--- src/include/pcmclk_pkg.sv ---
// Summary of operation
// - reference at or above 2.048 MHz bypasses the coarse loop, feeds multiplier directly
// - multiplier turns 2.048 MHz into 49.152 MHz for all PCM and GP clocks
// - after reset the multiplier stays bypassed until the frequency command
// - multiplier locks about 750 us after the frequency command
// - without the command the internal clock equals the external input clock
// - on lock the locked bit of the first interrupt status is set
// - coarse counter counts up while reference outruns divided oscillator; drives DAC
// - coarse loop runs from reset for 750 us then holds its code
// - analog loop instability restarts the coarse loop
// - alignment on: PLL outputs and main divider synced to reference edges
// - alignment off: divider follows only the PLL output clock
// - slow reference: alignment resolution comes from the crystal frequency
// - after reset alignment is on as clock slave, off as master
// - slow frame sync, data clock or network reference goes through the coarse loop
// - multiplier may be fed straight from crystal, oscillator or data clock
// - internal clock 2.048 MHz while bypassed, 49.152 MHz once locked
package pcmclk_pkg;
	// timing
	localparam int CLK_PERIOD_PS = 5000;
	localparam int LOCK_TIME_US = 750;
	localparam int LOCK_CYCLES = LOCK_TIME_US * 1000000 / CLK_PERIOD_PS;
	// frequencies in kHz
	localparam int REF_FAST_KHZ = 2048;
	localparam int PLL_OUT_KHZ = 49152;
	localparam int XTAL_LO_KHZ = 16384;
	localparam int XTAL_HI_KHZ = 32768;
	localparam int PLL_MULT = PLL_OUT_KHZ / REF_FAST_KHZ;
	localparam int XTAL_LO_DIV = XTAL_LO_KHZ / REF_FAST_KHZ;
	localparam int XTAL_HI_DIV = XTAL_HI_KHZ / REF_FAST_KHZ;
	// register offsets
	localparam logic [7:0] ADDR_CTRL = 8'h00;
	localparam logic [7:0] ADDR_EXTF = 8'h04;
	localparam logic [7:0] ADDR_STAT = 8'h08;
	localparam logic [7:0] ADDR_INFO = 8'h0c;
	// control fields
	localparam int CTRL_SEL_LSB = 0;
	localparam int CTRL_FAST_BIT = 3;
	localparam int CTRL_ALIGN_BIT = 4;
	localparam logic [7:0] CTRL_RST = 8'h00;
	// status fields
	localparam int STAT_LOCK_BIT = 0;
	localparam int STAT_UNSTABLE_BIT = 1;
	localparam int EXTF_HI_BIT = 0;
	localparam logic [1:0] RESP_OKAY = 2'h0;
	localparam logic [1:0] RESP_SLVERR = 2'h2;

	typedef enum logic [2:0] {
		SRC_FSYNC = 3'h0,
		SRC_DCLK = 3'h1,
		SRC_NET1 = 3'h2,
		SRC_NET2 = 3'h3,
		SRC_XTAL = 3'h4,
		SRC_OSC = 3'h5
	} pcmclk_src_t;

	typedef enum logic [1:0] {
		ST_BYPASS = 2'h0,
		ST_ACQUIRE = 2'h1,
		ST_LOCKED = 2'h3
	} pcmclk_state_t;
endpackage

--- src/verilog/pcmclk_coarse_loop.sv ---
`timescale 1ns/100ps
module pcmclk_coarse_loop
	import pcmclk_pkg::*;
#(
	parameter int LOCK_CYCLES_P = pcmclk_pkg::LOCK_CYCLES,
	parameter int DAC_W = 8
)(
	input wire logic aclk,
	input wire logic aresetn,
	input wire logic restart,
	input wire logic ref_edge,
	input wire logic osc_div_edge,
	output logic active,
	output logic [DAC_W-1:0] dac_code
);
	logic [17:0] timer_q;
	logic active_q;
	logic [DAC_W-1:0] code_q;

	// enable window: open from reset or restart, shut after the lock time
	always_ff @(posedge aclk)
	begin
		if (!aresetn || restart)
		begin
			timer_q <= 18'h00000;
			active_q <= 1'b1;
		end
		else if (active_q)
		begin
			if (timer_q == 18'(LOCK_CYCLES_P - 1))
				active_q <= 1'b0;
			else
				timer_q <= timer_q + 18'h00001;
		end
	end

	// frequency detector steers the counter; saturates to avoid wrap
	always_ff @(posedge aclk)
	begin
		if (!aresetn || restart)
			code_q <= '0;
		else if (active_q && ref_edge && !osc_div_edge && !(&code_q))
			code_q <= code_q + DAC_W'(1);
		else if (active_q && osc_div_edge && !ref_edge && (|code_q))
			code_q <= code_q - DAC_W'(1);
	end

	assign active = active_q;
	assign dac_code = code_q;
endmodule // pcmclk_coarse_loop

--- src/verilog/pcmclk_phase_align.sv ---
`timescale 1ns/100ps
module pcmclk_phase_align
	import pcmclk_pkg::*;
(
	input wire logic aclk,
	input wire logic aresetn,
	input wire logic align_en,
	input wire logic ref_slow,
	input wire logic xtal_hi,
	input wire logic ref_edge,
	input wire logic xtal_edge,
	input wire logic pll_edge,
	output logic [4:0] div_count,
	output logic div_wrap
);
	logic [4:0] res_q;
	logic pend_q;
	logic [4:0] div_q;
	logic wrap_q;
	logic res_tick;
	logic sync_now;

	// slow references align only on crystal-derived 2.048 MHz grid
	assign res_tick = xtal_edge && (res_q == (xtal_hi ? 5'(XTAL_HI_DIV - 1) : 5'(XTAL_LO_DIV - 1)));
	assign sync_now = align_en && (ref_slow ? (pend_q && res_tick) : ref_edge);

	// resolution divider on the crystal
	always_ff @(posedge aclk)
	begin
		if (!aresetn)
			res_q <= 5'h00;
		else if (res_tick)
			res_q <= 5'h00;
		else if (xtal_edge)
			res_q <= res_q + 5'h01;
	end

	// remembers a slow reference edge until the next grid point
	always_ff @(posedge aclk)
	begin
		if (!aresetn || !align_en)
			pend_q <= 1'b0;
		else if (ref_slow && ref_edge)
			pend_q <= 1'b1;
		else if (res_tick)
			pend_q <= 1'b0;
	end

	// main divider: restarted by alignment, else stepped by pll output only
	always_ff @(posedge aclk)
	begin
		if (!aresetn || sync_now)
		begin
			div_q <= 5'h00;
			wrap_q <= 1'b0;
		end
		else if (pll_edge)
		begin
			wrap_q <= (div_q == 5'(PLL_MULT - 1));
			div_q <= (div_q == 5'(PLL_MULT - 1)) ? 5'h00 : div_q + 5'h01;
		end
		else
			wrap_q <= 1'b0;
	end

	assign div_count = div_q;
	assign div_wrap = wrap_q;
endmodule // pcmclk_phase_align

--- src/verilog/pcmclk_top.sv ---
`timescale 1ns/100ps
module pcmclk_top
	import pcmclk_pkg::*;
#(
	parameter int LOCK_CYCLES_P = pcmclk_pkg::LOCK_CYCLES,
	parameter int DAC_W = 8
)(
	input wire logic aclk,
	input wire logic aresetn,
	// axi4-lite slave
	input wire logic [7:0] s_axi_awaddr,
	input wire logic s_axi_awvalid,
	output logic s_axi_awready,
	input wire logic [31:0] s_axi_wdata,
	input wire logic [3:0] s_axi_wstrb,
	input wire logic s_axi_wvalid,
	output logic s_axi_wready,
	output logic [1:0] s_axi_bresp,
	output logic s_axi_bvalid,
	input wire logic s_axi_bready,
	input wire logic [7:0] s_axi_araddr,
	input wire logic s_axi_arvalid,
	output logic s_axi_arready,
	output logic [31:0] s_axi_rdata,
	output logic [1:0] s_axi_rresp,
	output logic s_axi_rvalid,
	input wire logic s_axi_rready,
	// clock sources as synchronous edge pulses
	input wire logic clock_slave,
	input wire logic ref_edge,
	input wire logic xtal_edge,
	input wire logic osc_div_edge,
	input wire logic pll_edge,
	input wire logic pll_unstable,
	// clock generator steering
	output pcmclk_pkg::pcmclk_src_t pll_ref_sel,
	output logic coarse_bypass,
	output logic pll_bypass,
	output logic core_clk_fast,
	output logic xtal_hi,
	output logic align_en,
	output logic coarse_active,
	output logic [DAC_W-1:0] dac_code,
	output logic [4:0] div_count,
	output logic div_wrap
);
	import pcmclk_pkg::*;

	logic [7:0] ctrl_q;
	logic xtal_hi_q;
	logic init_q;
	pcmclk_state_t state_q;
	pcmclk_state_t state_d;
	logic [17:0] lock_q;
	logic [1:0] stat_q;
	logic coarse_byp_q;
	logic aw_full_q;
	logic w_full_q;
	logic [7:0] aw_addr_q;
	logic [31:0] w_data_q;
	logic [3:0] w_strb_q;
	logic bvalid_q;
	logic [1:0] bresp_q;
	logic rvalid_q;
	logic [31:0] rdata_q;
	logic [1:0] rresp_q;
	logic wr_go;
	logic wr_lane0;
	logic extf_cmd;
	logic lock_done;
	logic stat_clr_lock;
	logic stat_clr_unst;
	logic ref_slow;
	pcmclk_src_t sel;

	// write path: address and data latched independently, response after both
	assign s_axi_awready = !aw_full_q && !bvalid_q;
	assign s_axi_wready = !w_full_q && !bvalid_q;
	assign wr_go = aw_full_q && w_full_q && !bvalid_q;
	assign wr_lane0 = wr_go && w_strb_q[0];

	always_ff @(posedge aclk)
	begin
		if (!aresetn)
		begin
			aw_full_q <= 1'b0;
			aw_addr_q <= 8'h00;
		end
		else if (s_axi_awvalid && s_axi_awready)
		begin
			aw_full_q <= 1'b1;
			aw_addr_q <= s_axi_awaddr;
		end
		else if (wr_go)
			aw_full_q <= 1'b0;
	end

	always_ff @(posedge aclk)
	begin
		if (!aresetn)
		begin
			w_full_q <= 1'b0;
			w_data_q <= 32'h00000000;
			w_strb_q <= 4'h0;
		end
		else if (s_axi_wvalid && s_axi_wready)
		begin
			w_full_q <= 1'b1;
			w_data_q <= s_axi_wdata;
			w_strb_q <= s_axi_wstrb;
		end
		else if (wr_go)
			w_full_q <= 1'b0;
	end

	// write response; unmapped offsets answer slverr
	always_ff @(posedge aclk)
	begin
		if (!aresetn)
		begin
			bvalid_q <= 1'b0;
			bresp_q <= RESP_OKAY;
		end
		else if (wr_go)
		begin
			bvalid_q <= 1'b1;
			bresp_q <= (aw_addr_q[7:2] <= ADDR_INFO[7:2]) ? RESP_OKAY : RESP_SLVERR;
		end
		else if (s_axi_bready)
			bvalid_q <= 1'b0;
	end

	assign s_axi_bvalid = bvalid_q;
	assign s_axi_bresp = bresp_q;

	// control: source, fast reference, alignment; alignment default caught after reset
	always_ff @(posedge aclk)
	begin
		if (!aresetn)
		begin
			ctrl_q <= CTRL_RST;
			init_q <= 1'b0;
		end
		else if (!init_q)
		begin
			init_q <= 1'b1;
			ctrl_q[CTRL_ALIGN_BIT] <= clock_slave;
		end
		else if (wr_lane0 && aw_addr_q[7:2] == ADDR_CTRL[7:2])
			ctrl_q <= w_data_q[7:0];
	end

	assign extf_cmd = wr_lane0 && aw_addr_q[7:2] == ADDR_EXTF[7:2];

	// crystal frequency, normally the first thing software writes
	always_ff @(posedge aclk)
	begin
		if (!aresetn)
			xtal_hi_q <= 1'b0;
		else if (extf_cmd)
			xtal_hi_q <= w_data_q[EXTF_HI_BIT];
	end

	assign sel = pcmclk_src_t'(ctrl_q[CTRL_SEL_LSB +: 3]);
	assign ref_slow = !ctrl_q[CTRL_FAST_BIT];

	// coarse loop only for slow frame sync, data clock and network references
	always_ff @(posedge aclk)
	begin
		if (!aresetn)
			coarse_byp_q <= 1'b1;
		else
			coarse_byp_q <= !ref_slow || sel == SRC_XTAL || sel == SRC_OSC;
	end

	// lock sequencer: bypass until command, then timed acquisition
	assign lock_done = state_q == ST_ACQUIRE && lock_q == 18'(LOCK_CYCLES_P - 1);

	always_comb
	begin
		state_d = state_q;
		case (state_q)
			ST_BYPASS:
				if (extf_cmd)
					state_d = ST_ACQUIRE;
			ST_ACQUIRE:
				if (extf_cmd)
					state_d = ST_ACQUIRE;
				else if (lock_done)
					state_d = ST_LOCKED;
			ST_LOCKED:
				if (extf_cmd)
					state_d = ST_ACQUIRE;
			default:
				state_d = ST_BYPASS;
		endcase
	end

	always_ff @(posedge aclk)
	begin
		if (!aresetn)
			state_q <= ST_BYPASS;
		else
			state_q <= state_d;
	end

	always_ff @(posedge aclk)
	begin
		if (!aresetn || extf_cmd || state_q != ST_ACQUIRE)
			lock_q <= 18'h00000;
		else
			lock_q <= lock_q + 18'h00001;
	end

	// sticky status, set beats a write-one clear
	assign stat_clr_lock = wr_lane0 && aw_addr_q[7:2] == ADDR_STAT[7:2] && w_data_q[STAT_LOCK_BIT];
	assign stat_clr_unst = wr_lane0 && aw_addr_q[7:2] == ADDR_STAT[7:2] && w_data_q[STAT_UNSTABLE_BIT];

	always_ff @(posedge aclk)
	begin
		if (!aresetn)
			stat_q <= 2'h0;
		else
		begin
			if (lock_done && !extf_cmd)
				stat_q[STAT_LOCK_BIT] <= 1'b1;
			else if (stat_clr_lock)
				stat_q[STAT_LOCK_BIT] <= 1'b0;
			if (pll_unstable)
				stat_q[STAT_UNSTABLE_BIT] <= 1'b1;
			else if (stat_clr_unst)
				stat_q[STAT_UNSTABLE_BIT] <= 1'b0;
		end
	end

	// read path, one cycle from address to data
	assign s_axi_arready = !rvalid_q;

	always_ff @(posedge aclk)
	begin
		if (!aresetn)
		begin
			rvalid_q <= 1'b0;
			rdata_q <= 32'h00000000;
			rresp_q <= RESP_OKAY;
		end
		else if (s_axi_arvalid && !rvalid_q)
		begin
			rvalid_q <= 1'b1;
			rresp_q <= RESP_OKAY;
			case (s_axi_araddr[7:2])
				ADDR_CTRL[7:2]: rdata_q <= {24'h000000, ctrl_q};
				ADDR_EXTF[7:2]: rdata_q <= {31'h00000000, xtal_hi_q};
				ADDR_STAT[7:2]: rdata_q <= {30'h00000000, stat_q};
				ADDR_INFO[7:2]: rdata_q <= {16'h0000, 8'(dac_code), 4'h0, coarse_active, coarse_byp_q, state_q};
				default:
				begin
					rdata_q <= 32'h00000000;
					rresp_q <= RESP_SLVERR;
				end
			endcase
		end
		else if (s_axi_rready)
			rvalid_q <= 1'b0;
	end

	assign s_axi_rvalid = rvalid_q;
	assign s_axi_rdata = rdata_q;
	assign s_axi_rresp = rresp_q;

	// coarse frequency loop; instability kicks it back to start
	pcmclk_coarse_loop #(
		.LOCK_CYCLES_P(LOCK_CYCLES_P),
		.DAC_W(DAC_W)
	) u_coarse (
		.aclk(aclk),
		.aresetn(aresetn),
		.restart(pll_unstable),
		.ref_edge(ref_edge),
		.osc_div_edge(osc_div_edge),
		.active(coarse_active),
		.dac_code(dac_code)
	);

	// main divider alignment
	pcmclk_phase_align u_align (
		.aclk(aclk),
		.aresetn(aresetn),
		.align_en(ctrl_q[CTRL_ALIGN_BIT]),
		.ref_slow(ref_slow),
		.xtal_hi(xtal_hi_q),
		.ref_edge(ref_edge),
		.xtal_edge(xtal_edge),
		.pll_edge(pll_edge),
		.div_count(div_count),
		.div_wrap(div_wrap)
	);

	assign pll_ref_sel = sel;
	assign coarse_bypass = coarse_byp_q;
	assign pll_bypass = state_q != ST_LOCKED;
	assign core_clk_fast = state_q == ST_LOCKED;
	assign xtal_hi = xtal_hi_q;
	assign align_en = ctrl_q[CTRL_ALIGN_BIT];
endmodule // pcmclk_top
--- config.mk ---
export PLATFORM = sky130hd
export DESIGN_NAME = pcmclk_top
export DESIGN_NICKNAME = d
export VERILOG_FILES = /design/src/include/pcmclk_pkg.sv /design/src/verilog/pcmclk_coarse_loop.sv /design/src/verilog/pcmclk_phase_align.sv /design/src/verilog/pcmclk_top.sv
export SDC_FILE = /design/constraint.sdc
export NUM_CORES = 1
export LEC_CHECK = 0
export ABC_AREA = 1
export BUFFER_PORTS_ARGS = -buffer_cell sky130_fd_sc_hd__buf_2
export CORE_UTILIZATION = 58
export CTS_CLUSTER_SIZE = 28
export DETAILED_ROUTE_END_ITERATION = 8
export GPL_TIMING_DRIVEN = 0
export PLACE_DENSITY = 0.82
export SLEW_MARGIN = 20
export SYNTH_ARGS = -nofsm -noshare
export SYNTH_HDL_FRONTEND = slang
export SYNTH_HIERARCHICAL = 1
export SYNTH_SLANG_ARGS = --single-unit
--- constraint.sdc ---
create_clock -name aclk -period 3.4 [get_ports aclk]
set_clock_uncertainty 0.15 [all_clocks]
set_input_delay 0.85 -clock aclk [delete_from_list [all_inputs] [get_ports aclk]]
set_output_delay 0.85 -clock aclk [all_outputs]
set_load 0.01 [all_outputs]
==> results of run 1 <==
-- sequential cells by signal, indices dropped and copies added (netlist names), 5 cells and up --
register / cells
w_data_q: 8
u_align/div_count: 5
u_align/res_q: 5
ctrl_q: 8
aw_addr_q: 6
lock_q: 18
u_coarse/timer_q: 18
s_axi_rdata: 16
u_coarse/dac_code: 8
-- routing by layer --
metal | wire (microns) | vias to the layer above
met5 | 0 | -
met4 | 215 | 0
met3 | 716 | 22
met2 | 6100 | 164
met1 | 5590 | 2354
li1 | - | 2649
-- placed cells by master, fill, tap and decap left out, drive strengths merged, types with 3 or more instances in the layout --
cell type,count
nand3,33
buf,107
and2,3
xnor2,10
a21oi,80
inv,69
ha,13
o21ai,59
o21a,3
o211ai,3
nor3,12
nand4,11
clkbuf,19
dfxtp,109
nand3b,7
xor2,9
nor2,117
nand2,174
conb,18
-- cell families after synthesis --
kind of cell | Yosys count | synth area share (%)
XOR/XNOR | 19 | 3.03
buffers and inverters | 104 | 8.91
adder cells (fa/ha/maj) | 14 | 3.33
other | 1 | 0.0683
multiplexers | 1 | 0.182
flip-flops | 109 | 39.7
AO/OA/AOI/OAI | 150 | 15.0
AND/OR/NAND/NOR | 362 | 29.7
-- stage by stage --
stage	setup slack, ps	std cells	hold WS (ps)
global placement	566	967	289
global route	735	983	328
floorplan	879	777	274
finish	908	983	304
detailed placement	522	967	289
CTS	916	983	306
-- worst min-delay path, cell delays in order (launching register included) --
cell and delay [ps]:
dfxtp_1 330, inv_1 40, a21oi_1 50
-- area by class of cell --
cell class | count | share of cell area [%]
Timing Repair Buffer | 79 | 6.28
Clock inverter | 7 | 1.25
Clock buffer | 9 | 1.97
Tap cell | 111 | 2.21
Sequential cell | 109 | 34.7
Multi-Input combinational cell | 564 | 45.8
Inverter | 66 | 3.94
Buffer | 38 | 3.84
-- power breakdown --
part	internal [mW]	switching, mW	leakage, nW
registers	1.33	0.0503	0.888
logic	0.144	0.244	1.61
clock network	0.350	0.463	0.0982
total	1.83	0.758	2.60
-- path summary, 6_finish.rpt --
path         cells past startpoint  slack, ps                           endpoint
min                              2        300             ctrl_q[6]$_SDFFE_PN0P_
min reg2reg                      2        300             ctrl_q[6]$_SDFFE_PN0P_
max                             10        910  u_coarse/dac_code[5]$_SDFFE_PP0P_
max reg2reg                     10        950  u_coarse/dac_code[5]$_SDFFE_PP0P_
==> metrics.cfg, run 1 <==
[run_status]
status=finished, final reports clean

[timing]
fin_crit_sh_pct=73.3
relSlewSlack_pct=51.0
drv_slew=0
fin_tns_setup_ps=0
fin_crit_ps=2490
setup_violations=0
timing_hold_violations_final=0
rsz0062_at_grt=no
fmax_mhz=401
tightest_slew_ps=736

[grt]
overflow=0
grt_pass1_wl_microns=20500
grt_max_degree=20
grtUsageMet1_pct=32.2
grt_pass1_vias=4718
grt_use_met3_pct=4.64
gr-usage-met2_pct=44.7
grt.total_usage_pct=25.9
grt_most_used_layer=met2
antenna_found_initial=0

[synthesis]
synth.largest_area_cell=dfxtp_1
ys_warn_count=6
synth_edf_count=0
synth_seq_area_share_pct=39.7
netlist_area_sq_um=5490
synthTopCellsByArea=dfxtp_1 (40%), nand2_1 (11%), nor2_1 (7.3%)
yosysTopAreaCellShare_pct=39.7
syn_inst=760
yosysMostFrequentCell=nand2_1
synth_flop_cell=dfxtp_1
avgSynthCellArea_sq_um=7.22
synth_seq_cells=109
yosysUniqueCellTypes=44
synth_commonest_cells=nand2_1 (164), dfxtp_1 (109), nor2_1 (107), a21oi_1 (70), inv_1 (64)
async_flop_share_pct=0

[pwr]
p_leak_nw=2.60
peakVddDrop_v=0.000192
power_mw=2.58
cellPowerDensity_nw_per_um2=411

[floorplan]
core_area_sq_um=9200
die_h_microns=99.3
design.die.area_sq_um=9860
start_util_pct=59.7
ios=129
rows=35
chipWidth_microns=99.3

[detailed_routing]
drt_first_pass_iters=4
drtIter0Drc=248
drt_wl_total_microns=12600
drc=0
vias=5189
routedWlPerCell_microns=12.8
antenna_left=0
viasPerCell=5.28

[job]
cap_violations=0

[critical_path]
crit_top_cell=nand2_1
cp_data_arrival_time_ps=2610
crit_buf_inv=1
cp_slowest_cell=ha_1
cp_top_family=simple AND/OR/NAND/NOR gates
worst_path_largest_cell_delay_ps=400
cp_max_fo=10
path_cells=buf_2 > nand2_1 > nor2_1 > nand2_1 > ha_1 > or2_2 > nand3b_1 > nand2_1 > xnor2_1 > a21oi_1
start_kind=input pin
endpoint_kind=register
cp-startpoint=ref_edge
required_ps=3520
worstSetupPathType=input pin to register
r2r-start=u_coarse/dac_code[0]$_SDFFE_PP0P_

[layout]
fin_util_pct=68.4
regArea_sq_um=2180
multi_input_area_sq_um=2880
drive_above_1_share_pct=19.0
nNetsFinal=946
fillers=805
area_delta_synth_final_pct=14.6
final_area_sq_um=6290
diodes=0

[placement]
place_congestion=0.900
place_hpwl_microns=9650
port_buffers=79
dpl-instance-area_sq_um=6090

[cts]
cts_resized=0
ctsLongestPathBuffers=2
cts_root_buffer=clkbuf_8
cts_made_buffers=9
postCtsSetupBuffers=0
clkSlewWorstSetupHoldPaths_ps=110
cts.sinks=109
clk_latency_ps=370
cts_tree=yes
hold_buffers=0
htreeDepth=3

[min_path]
hp-start=ctrl_q[6]$_SDFFE_PN0P_
hp-class=register to register

Note: power is estimated with default switching activity, not from simulation.
==> run 2: changes to the inputs <==
--- a/config.mk
+++ b/config.mk
@@ -5,13 +5,13 @@
 export SDC_FILE = /design/constraint.sdc
 export NUM_CORES = 1
 export LEC_CHECK = 0
-export ABC_AREA = 1
+export ABC_AREA = 0
 export BUFFER_PORTS_ARGS = -buffer_cell sky130_fd_sc_hd__buf_2
-export CORE_UTILIZATION = 58
+export CORE_UTILIZATION = 54
 export CTS_CLUSTER_SIZE = 28
 export DETAILED_ROUTE_END_ITERATION = 8
 export GPL_TIMING_DRIVEN = 0
-export PLACE_DENSITY = 0.82
+export PLACE_DENSITY = 0.77
 export SLEW_MARGIN = 20
 export SYNTH_ARGS = -nofsm -noshare
 export SYNTH_HDL_FRONTEND = slang
==> constraint.sdc (replaced) <==
create_clock -name aclk -period 2.5 [get_ports aclk]
set_clock_uncertainty 0.15 [all_clocks]
set_input_delay 0.625 -clock aclk [delete_from_list [all_inputs] [get_ports aclk]]
set_output_delay 0.625 -clock aclk [all_outputs]
set_load 0.01 [all_outputs]
==> metrics.cfg, run 2 <==
[cts]
cts_tree=yes  ; unchanged
cts_root_buffer=clkbuf_8  ; unchanged
ctsLongestPathBuffers=2  ; unchanged
clkSlewWorstSetupHoldPaths_ps=110  ; about the same
clk_latency_ps=380  ; was 370 ps
hold_buffers=0  ; unchanged
cts_made_buffers=9  ; unchanged
htreeDepth=3  ; unchanged
cts.sinks=109  ; unchanged

[layout]
regArea_sq_um=2200  ; was 2180 sq um
fillers=799  ; was 805
final_common_cell=dfxtp_1  ; was nand2_1
drive_above_1_share_pct=22.7  ; was 19.0%
area_delta_synth_final_pct=19.6  ; was 14.6%
final_cell_mix=dfxtp_1 (100), buf_2 (79), nand2_1 (65), nor2_1 (36), buf_4 (31)  ; was nand2_1 (164), dfxtp_1 (109), nor2_1 (107), buf_2 (83), a21oi_1 (70)
fin_cells=857  ; was 983
nNetsFinal=798  ; was 946
diodes=0  ; unchanged
fin_util_pct=66.2  ; was 68.4%
multi_input_area_sq_um=3040  ; was 2880 sq um
final_area_sq_um=6410  ; was 6290 sq um

[grt]
grt_max_degree=20  ; unchanged
overflow=0  ; unchanged
grt_pass1_wl_microns=21200  ; was 20,500 microns
grt_pass1_vias=4526  ; was 4,718
grt.total_usage_pct=26.1  ; was 25.9%
antenna_found_initial=0  ; unchanged

[timing]
fin_crit_ps=2530
fmax_mhz=396
rsz0062_at_grt=yes  ; was no
fin_crit_sh_pct=101
fin_tns_setup_ps=-26.2  ; was 0 ps
setup_violations=1  ; was 0
drv_slew=0  ; unchanged
relSlewSlack_pct=50.4  ; was 51.0%
timing_hold_violations_final=0  ; unchanged
fin_ws_ps=-26.2  ; was 908 ps
tightest_slew_ps=737  ; was 736 ps
hold_slack_ps=304  ; about the same

[detailed_routing]
routed.top_layer=met4  ; unchanged
drt_wl_total_microns=12900  ; was 12,600 microns
met2_length_microns=6440  ; was 6100 microns
drc=0  ; unchanged
antenna_left=0  ; unchanged
vias=4790  ; was 5,189
viasPerCell=5.59  ; was 5.28
wl_met1_microns=5710  ; was 5590 microns
routedWlPerCell_microns=15.1  ; was 12.8 microns
dr_wl_met3_microns=592  ; was 716 microns
drtIter0Drc=138  ; was 248
drt_first_pass_iters=4  ; unchanged

[synthesis]
async_flop_share_pct=0  ; unchanged
syn_inst=604  ; was 760
synth_seq_cells=109  ; unchanged
synth.largest_area_cell=dfxtp_1  ; unchanged
yosysMostFrequentCell=dfxtp_1  ; was nand2_1
yosysTopAreaCellShare_pct=40.7  ; was 39.7%
ys_warn_count=6  ; unchanged
synth_edf_count=0  ; unchanged
synth_flop_cell=dfxtp_1  ; unchanged
synth_seq_area_share_pct=40.7  ; was 39.7%
yosysUniqueCellTypes=70  ; was 44
netlist_area_sq_um=5360  ; was 5490 sq um
synthTopCellsByArea=dfxtp_1 (41%), nand2_1 (4.6%), mux2i_1 (4.1%)  ; was dfxtp_1 (40%), nand2_1 (11%), nor2_1 (7.3%)
avgSynthCellArea_sq_um=8.88  ; was 7.22 sq um
synth_commonest_cells=dfxtp_1 (109), nand2_1 (65), nor2_1 (36), nor2b_1 (27), mux2i_1 (22)  ; was nand2_1 (164), dfxtp_1 (109), nor2_1 (107), a21oi_1 (70), inv_1 (64)

[run_status]
status=finished, violations left  ; was finished, final reports clean
violations=setup timing

[min_path]
hp-start=lock_q[0]$_SDFF_PP0_  ; was ctrl_q[6]$_SDFFE_PN0P_
holdPathEnd=lock_q[0]$_SDFF_PP0_  ; was ctrl_q[6]$_SDFFE_PN0P_
min_path_cells=1  ; was 2
hp-class=register to register  ; unchanged

[floorplan]
design.die.area_sq_um=10300  ; was 9860 sq um
die_h_microns=102  ; was 99.3 microns
start_util_pct=55.4  ; was 59.7%
chipWidth_microns=102  ; was 99.3 microns
rows=36  ; was 35
core_area_sq_um=9680  ; was 9200 sq um
ios=129  ; unchanged

[placement]
port_buffers=78  ; was 79
dp_cells=832  ; was 967
dpl-instance-area_sq_um=6030  ; was 6090 sq um
place_hpwl_microns=9420  ; was 9650 microns
place_congestion=0.838  ; was 0.900
post-place-ws_ps=-437  ; was 522 ps

[critical_path]
reg2reg_depth=8  ; was 10
cp_max_fo=6  ; was 10
required_ps=2650  ; was 3520 ps
r2r-start=u_coarse/dac_code[6]$_SDFFE_PP0P_  ; was u_coarse/dac_code[0]$_SDFFE_PP0P_
endpoint_kind=register  ; unchanged
worstSetupPathType=input pin to register  ; unchanged
cp_data_arrival_time_ps=2680  ; was 2610 ps
r2r-end=u_coarse/dac_code[5]$_SDFFE_PP0P_  ; unchanged
r2r_slack_ps=10  ; was 950 ps
start_kind=input pin  ; unchanged

[pwr]
cellPowerDensity_nw_per_um2=519  ; was 411 nW/um^2
p_leak_nw=2.59  ; was 2.60 nW
power_mw=3.33  ; was 2.58 mW
peakVddDrop_v=0.000309  ; was 0.000192 V

[job]
cap_violations=0  ; unchanged

==> run 2: cell types whose count changed in the layout (fill, tap and decap cells not counted), sizes merged, moves of 21 or more <==
cell	delta
a21oi	-60
inv	-48
mux2i	+21
nand2	-109
nor2	-81
nor2b	+27
o21ai	-47
==> run 2: power breakdown <==
| part | internal (mW) | switching (mW) | leakage (nW) |
|---|---|---|---|
| sequential | 1.78 | 0.0505 | 0.888 |
| clock | 0.406 | 0.635 | 0.0914 |
| combinational | 0.210 | 0.244 | 1.61 |
==> run 2: cell type report <==
| type | instances | share of cell area, % |
|---|---|---|
| clock buffer | 10 | 2.15 |
| clock inverter | 6 | 0.820 |
| tap | 133 | 2.60 |
| multi-input combinational | 452 | 47.4 |
| buffer | 41 | 3.94 |
| sequential | 109 | 34.2 |
| inverter | 18 | 1.09 |
| timing repair buffer | 88 | 7.79 |
==> run 2: logic make-up (layout without fill, tap and decap cells) <==
| group | after synthesis | after routing | synth area share, % |
|---|---|---|---|
| buffers and inverters | 60 | 163 | 5.79 |
| adder cells (fa/ha/maj) | 14 | 14 | 3.41 |
| AND/OR/NAND/NOR | 262 | 262 | 26.8 |
| flip-flops | 109 | 109 | 40.7 |
| AO/OA/AOI/OAI | 110 | 110 | 14.6 |
| other | 1 | 18 | 0.0699 |
| XOR/XNOR | 25 | 25 | 4.08 |
| multiplexers | 23 | 23 | 4.53 |
==> run 2: worst max path at each step <==
stage | startpoint | to | slack (ps) | cells after the start
floorplan | osc_div_edge | u_coarse/dac_code[6]$_SDFFE_PP0P_ | -170 | 9
global placement | osc_div_edge | u_coarse/dac_code[6]$_SDFFE_PP0P_ | -420 | 10
detailed placement | osc_div_edge | u_coarse/dac_code[6]$_SDFFE_PP0P_ | -440 | 10
CTS | u_coarse/active$_SDFF_PP1_ | u_coarse/dac_code[6]$_SDFFE_PP0P_ | 1 | 10
global route | osc_div_edge | u_coarse/dac_code[6]$_SDFFE_PP0P_ | -90 | 10
finish | osc_div_edge | u_coarse/dac_code[6]$_SDFFE_PP0P_ | -30 | 10
==> run 2: worst max-delay path, cell delays in order <==
cell,delay [ps]
buf_6,90
nand3b_1,170
o21ba_4,260
inv_4,40
buf_12,140
fa_2,370
a211o_4,360
a2111oi_4,360
o32ai_2,110
a21oi_1,140
==> run 2: timing repair <==
action                                  CTS  global route
endpoints found under the setup margin    5             3
gates resized for setup                  21             3
buffers inserted                          8             1
pin swaps                                 4             5
cloned                                    1             0
hold endpoints to repair                  0             0
==> run 2: layer usage <==
| layer | GRT usage [%] | vias to the layer above |
|---|---|---|
| met3 | 5.18 | 14 |
| met1 | 31.5 | 2279 |
| met5 | 0 | - |
| li1 | - | 2362 |
| met4 | 7.47 | 0 |
| met2 | 46.7 | 135 |
==> run 3: changes to the inputs <==
--- a/config.mk
+++ b/config.mk
@@ -5,7 +5,7 @@
 export SDC_FILE = /design/constraint.sdc
 export NUM_CORES = 1
 export LEC_CHECK = 0
-export ABC_AREA = 0
+export ABC_AREA = 1
 export BUFFER_PORTS_ARGS = -buffer_cell sky130_fd_sc_hd__buf_2
 export CORE_UTILIZATION = 54
 export CTS_CLUSTER_SIZE = 28
==> metrics.cfg, run 3 (synthesized netlist as in run 1, its figures left out) <==
[grt]
grt_max_degree=17  ; was 20
grt.total_usage_pct=24.4  ; was 26.1%
overflow=0  ; unchanged
grt_pass1_vias=4598  ; was 4,526
grt_pass1_wl_microns=20100  ; was 21,200 microns
antenna_found_initial=2  ; was 0

[critical_path]
reg2reg_depth=12  ; was 8
cp_data_arrival_time_ps=2370  ; was 2680 ps
r2r_slack_ps=260  ; was 10 ps
cp_max_fo=10  ; was 6
required_ps=2630  ; was 2650 ps
start_kind=register  ; was input pin
endpoint_kind=register  ; unchanged
worstSetupPathType=register to register  ; was input pin to register

[pwr]
peakVddDrop_v=0.000304  ; was 0.000309 V
seqPwrFrac_pct=55.0  ; was 55.1%
clockPowerShare_pct=29.7  ; was 31.3%
net-switching-power_mw=0.958  ; was 0.929 mW
p_leak_nw=2.59  ; about the same
p_int_mw=2.46  ; was 2.40 mW
cellPowerDensity_nw_per_um2=542  ; was 519 nW/um^2
switching_share_pct=28.1  ; was 27.9%
power_frac_comb_pct=15.3  ; was 13.6%

[detailed_routing]
routedWlPerCell_microns=12.5  ; was 15.1 microns
drtIter0Drc=214  ; was 138
viasPerCell=5.14  ; was 5.59
vias=5153  ; was 4,790
drt_first_pass_iters=6  ; was 4
drt_wl_total_microns=12600  ; was 12,900 microns
drc=0  ; unchanged
antenna_left=0  ; unchanged

[layout]
regArea_sq_um=2180  ; was 2200 sq um
final_common_cell=nand2_1  ; was dfxtp_1
nNetsFinal=946  ; was 798
final_cell_mix=nand2_1 (163), nor2_1 (107), dfxtp_1 (107), buf_2 (83), a21oi_1 (70)  ; was dfxtp_1 (100), buf_2 (79), nand2_1 (65), nor2_1 (36), buf_4 (31)
final_area_sq_um=6300  ; was 6410 sq um
fillers=895  ; was 799
fin_util_pct=64.1  ; was 66.2%
fin_cells=1003  ; was 857
drive_above_1_share_pct=19.2  ; was 22.7%
area_delta_synth_final_pct=14.7  ; was 19.6%
multi_input_area_sq_um=2890  ; was 3040 sq um
diodes=0  ; unchanged

[placement]
dpl-instance-area_sq_um=6120  ; was 6030 sq um
dp_cells=989  ; was 832
port_buffers=79  ; was 78
place_congestion=0.981  ; was 0.838
place_hpwl_microns=9670  ; was 9420 microns

[cts]
ctsLongestPathBuffers=2  ; unchanged
cts.sinks=109  ; unchanged
cts_resized=0  ; was 21
hold_buffers=0  ; unchanged
clk_latency_ps=370  ; was 380 ps
postCtsSetupBuffers=0  ; was 8
cts_made_buffers=9  ; unchanged
htreeDepth=3  ; unchanged
clkSlewWorstSetupHoldPaths_ps=90  ; was 110 ps
cts_root_buffer=clkbuf_8  ; unchanged
cts_tree=yes  ; unchanged

[timing]
rsz0062_at_grt=no  ; was yes
tightest_slew_ps=735  ; was 737 ps
drv_slew=0  ; unchanged
timing_hold_violations_final=0  ; unchanged
relSlewSlack_pct=51.0  ; was 50.4%
setup_violations=0  ; was 1
fin_crit_sh_pct=89.4  ; was 101%
fmax_mhz=447  ; was 396 MHz
fin_crit_ps=2240  ; was 2530 ps

[job]
cap_violations=0  ; unchanged

[floorplan]
rows=36  ; unchanged
core_area_sq_um=9820  ; was 9680 sq um
start_util_pct=55.9  ; was 55.4%
ios=129  ; unchanged
design.die.area_sq_um=10600  ; was 10,300 sq um
chipWidth_microns=103  ; was 102 microns
die_h_microns=103  ; was 102 microns

[min_path]
hp-class=register to register  ; unchanged
min_path_cells=2  ; was 1

[run_status]
status=finished, final reports clean  ; was finished, violations left

[run 3: metrics by stage]
step	hold slack, ps	setup TNS, ps	total power [mW]	setup slack (ps)
2_1_floorplan	274	0	2.26	204
3_3_place_gp	292	-229	2.41	-116
3_5_place_dp	294	-306	2.43	-132
4_1_cts	309	0	3.44	109
5_1_grt	334	0	3.60	22.2
6_report	304	0	3.41	265
[run 3: path summary, 6_finish.rpt]
| check | start | to |
|---|---|---|
| hold / removal | ctrl_q[5]$_SDFFE_PN0P_ | ctrl_q[5]$_SDFFE_PN0P_ |
| setup reg to reg | u_coarse/dac_code[1]$_SDFFE_PP0P_ | u_coarse/dac_code[7]$_SDFFE_PP0P_ |
| setup / recovery | u_coarse/dac_code[1]$_SDFFE_PP0P_ | u_coarse/dac_code[7]$_SDFFE_PP0P_ |
| hold reg to reg | ctrl_q[5]$_SDFFE_PN0P_ | ctrl_q[5]$_SDFFE_PN0P_ |
[run 3: cell type report]
| cell class | count | area share [%] |
|---|---|---|
| buffer | 38 | 3.83 |
| clock buffer | 9 | 1.97 |
| clock inverter | 5 | 0.854 |
| inverter | 66 | 3.93 |
| multi-input combinational | 564 | 45.8 |
| sequential | 109 | 34.7 |
| tap | 133 | 2.64 |
| timing repair buffer | 79 | 6.28 |
[run 3: worst max-delay path, cell delays in order (launching register included)]
cell and delay (ps):
dfxtp_1 490, nand2_1 90, nor2_1 100, nand2_1 80, nand2_2 180, ha_1 300
or2_2 320, nand3b_1 130, o21ai_0 90, nand2_1 60, nand3_1 70, nand2_1 60
inv_1 30
[run 3: power groups by stage]
stage | combinational [mW] | clock [mW] | sequential (mW)
6_report | 0.522 | 1.01 | 1.88
5_1_grt | 0.588 | 1.12 | 1.89
4_1_cts | 0.518 | 1.04 | 1.88
3_5_place_dp | 0.514 | 0 | 1.92
3_3_place_gp | 0.494 | 0 | 1.91
2_1_floorplan | 0.347 | 0 | 1.91
[run 3: routing by layer]
metal,GRT usage [%],vias up,part of all wire (%)
li1,-,2653,-
met5,0,-,0.14
met3,4.07,24,5.8
met4,10.4,2,2.0
met2,42.8,153,48
met1,29.5,2321,44
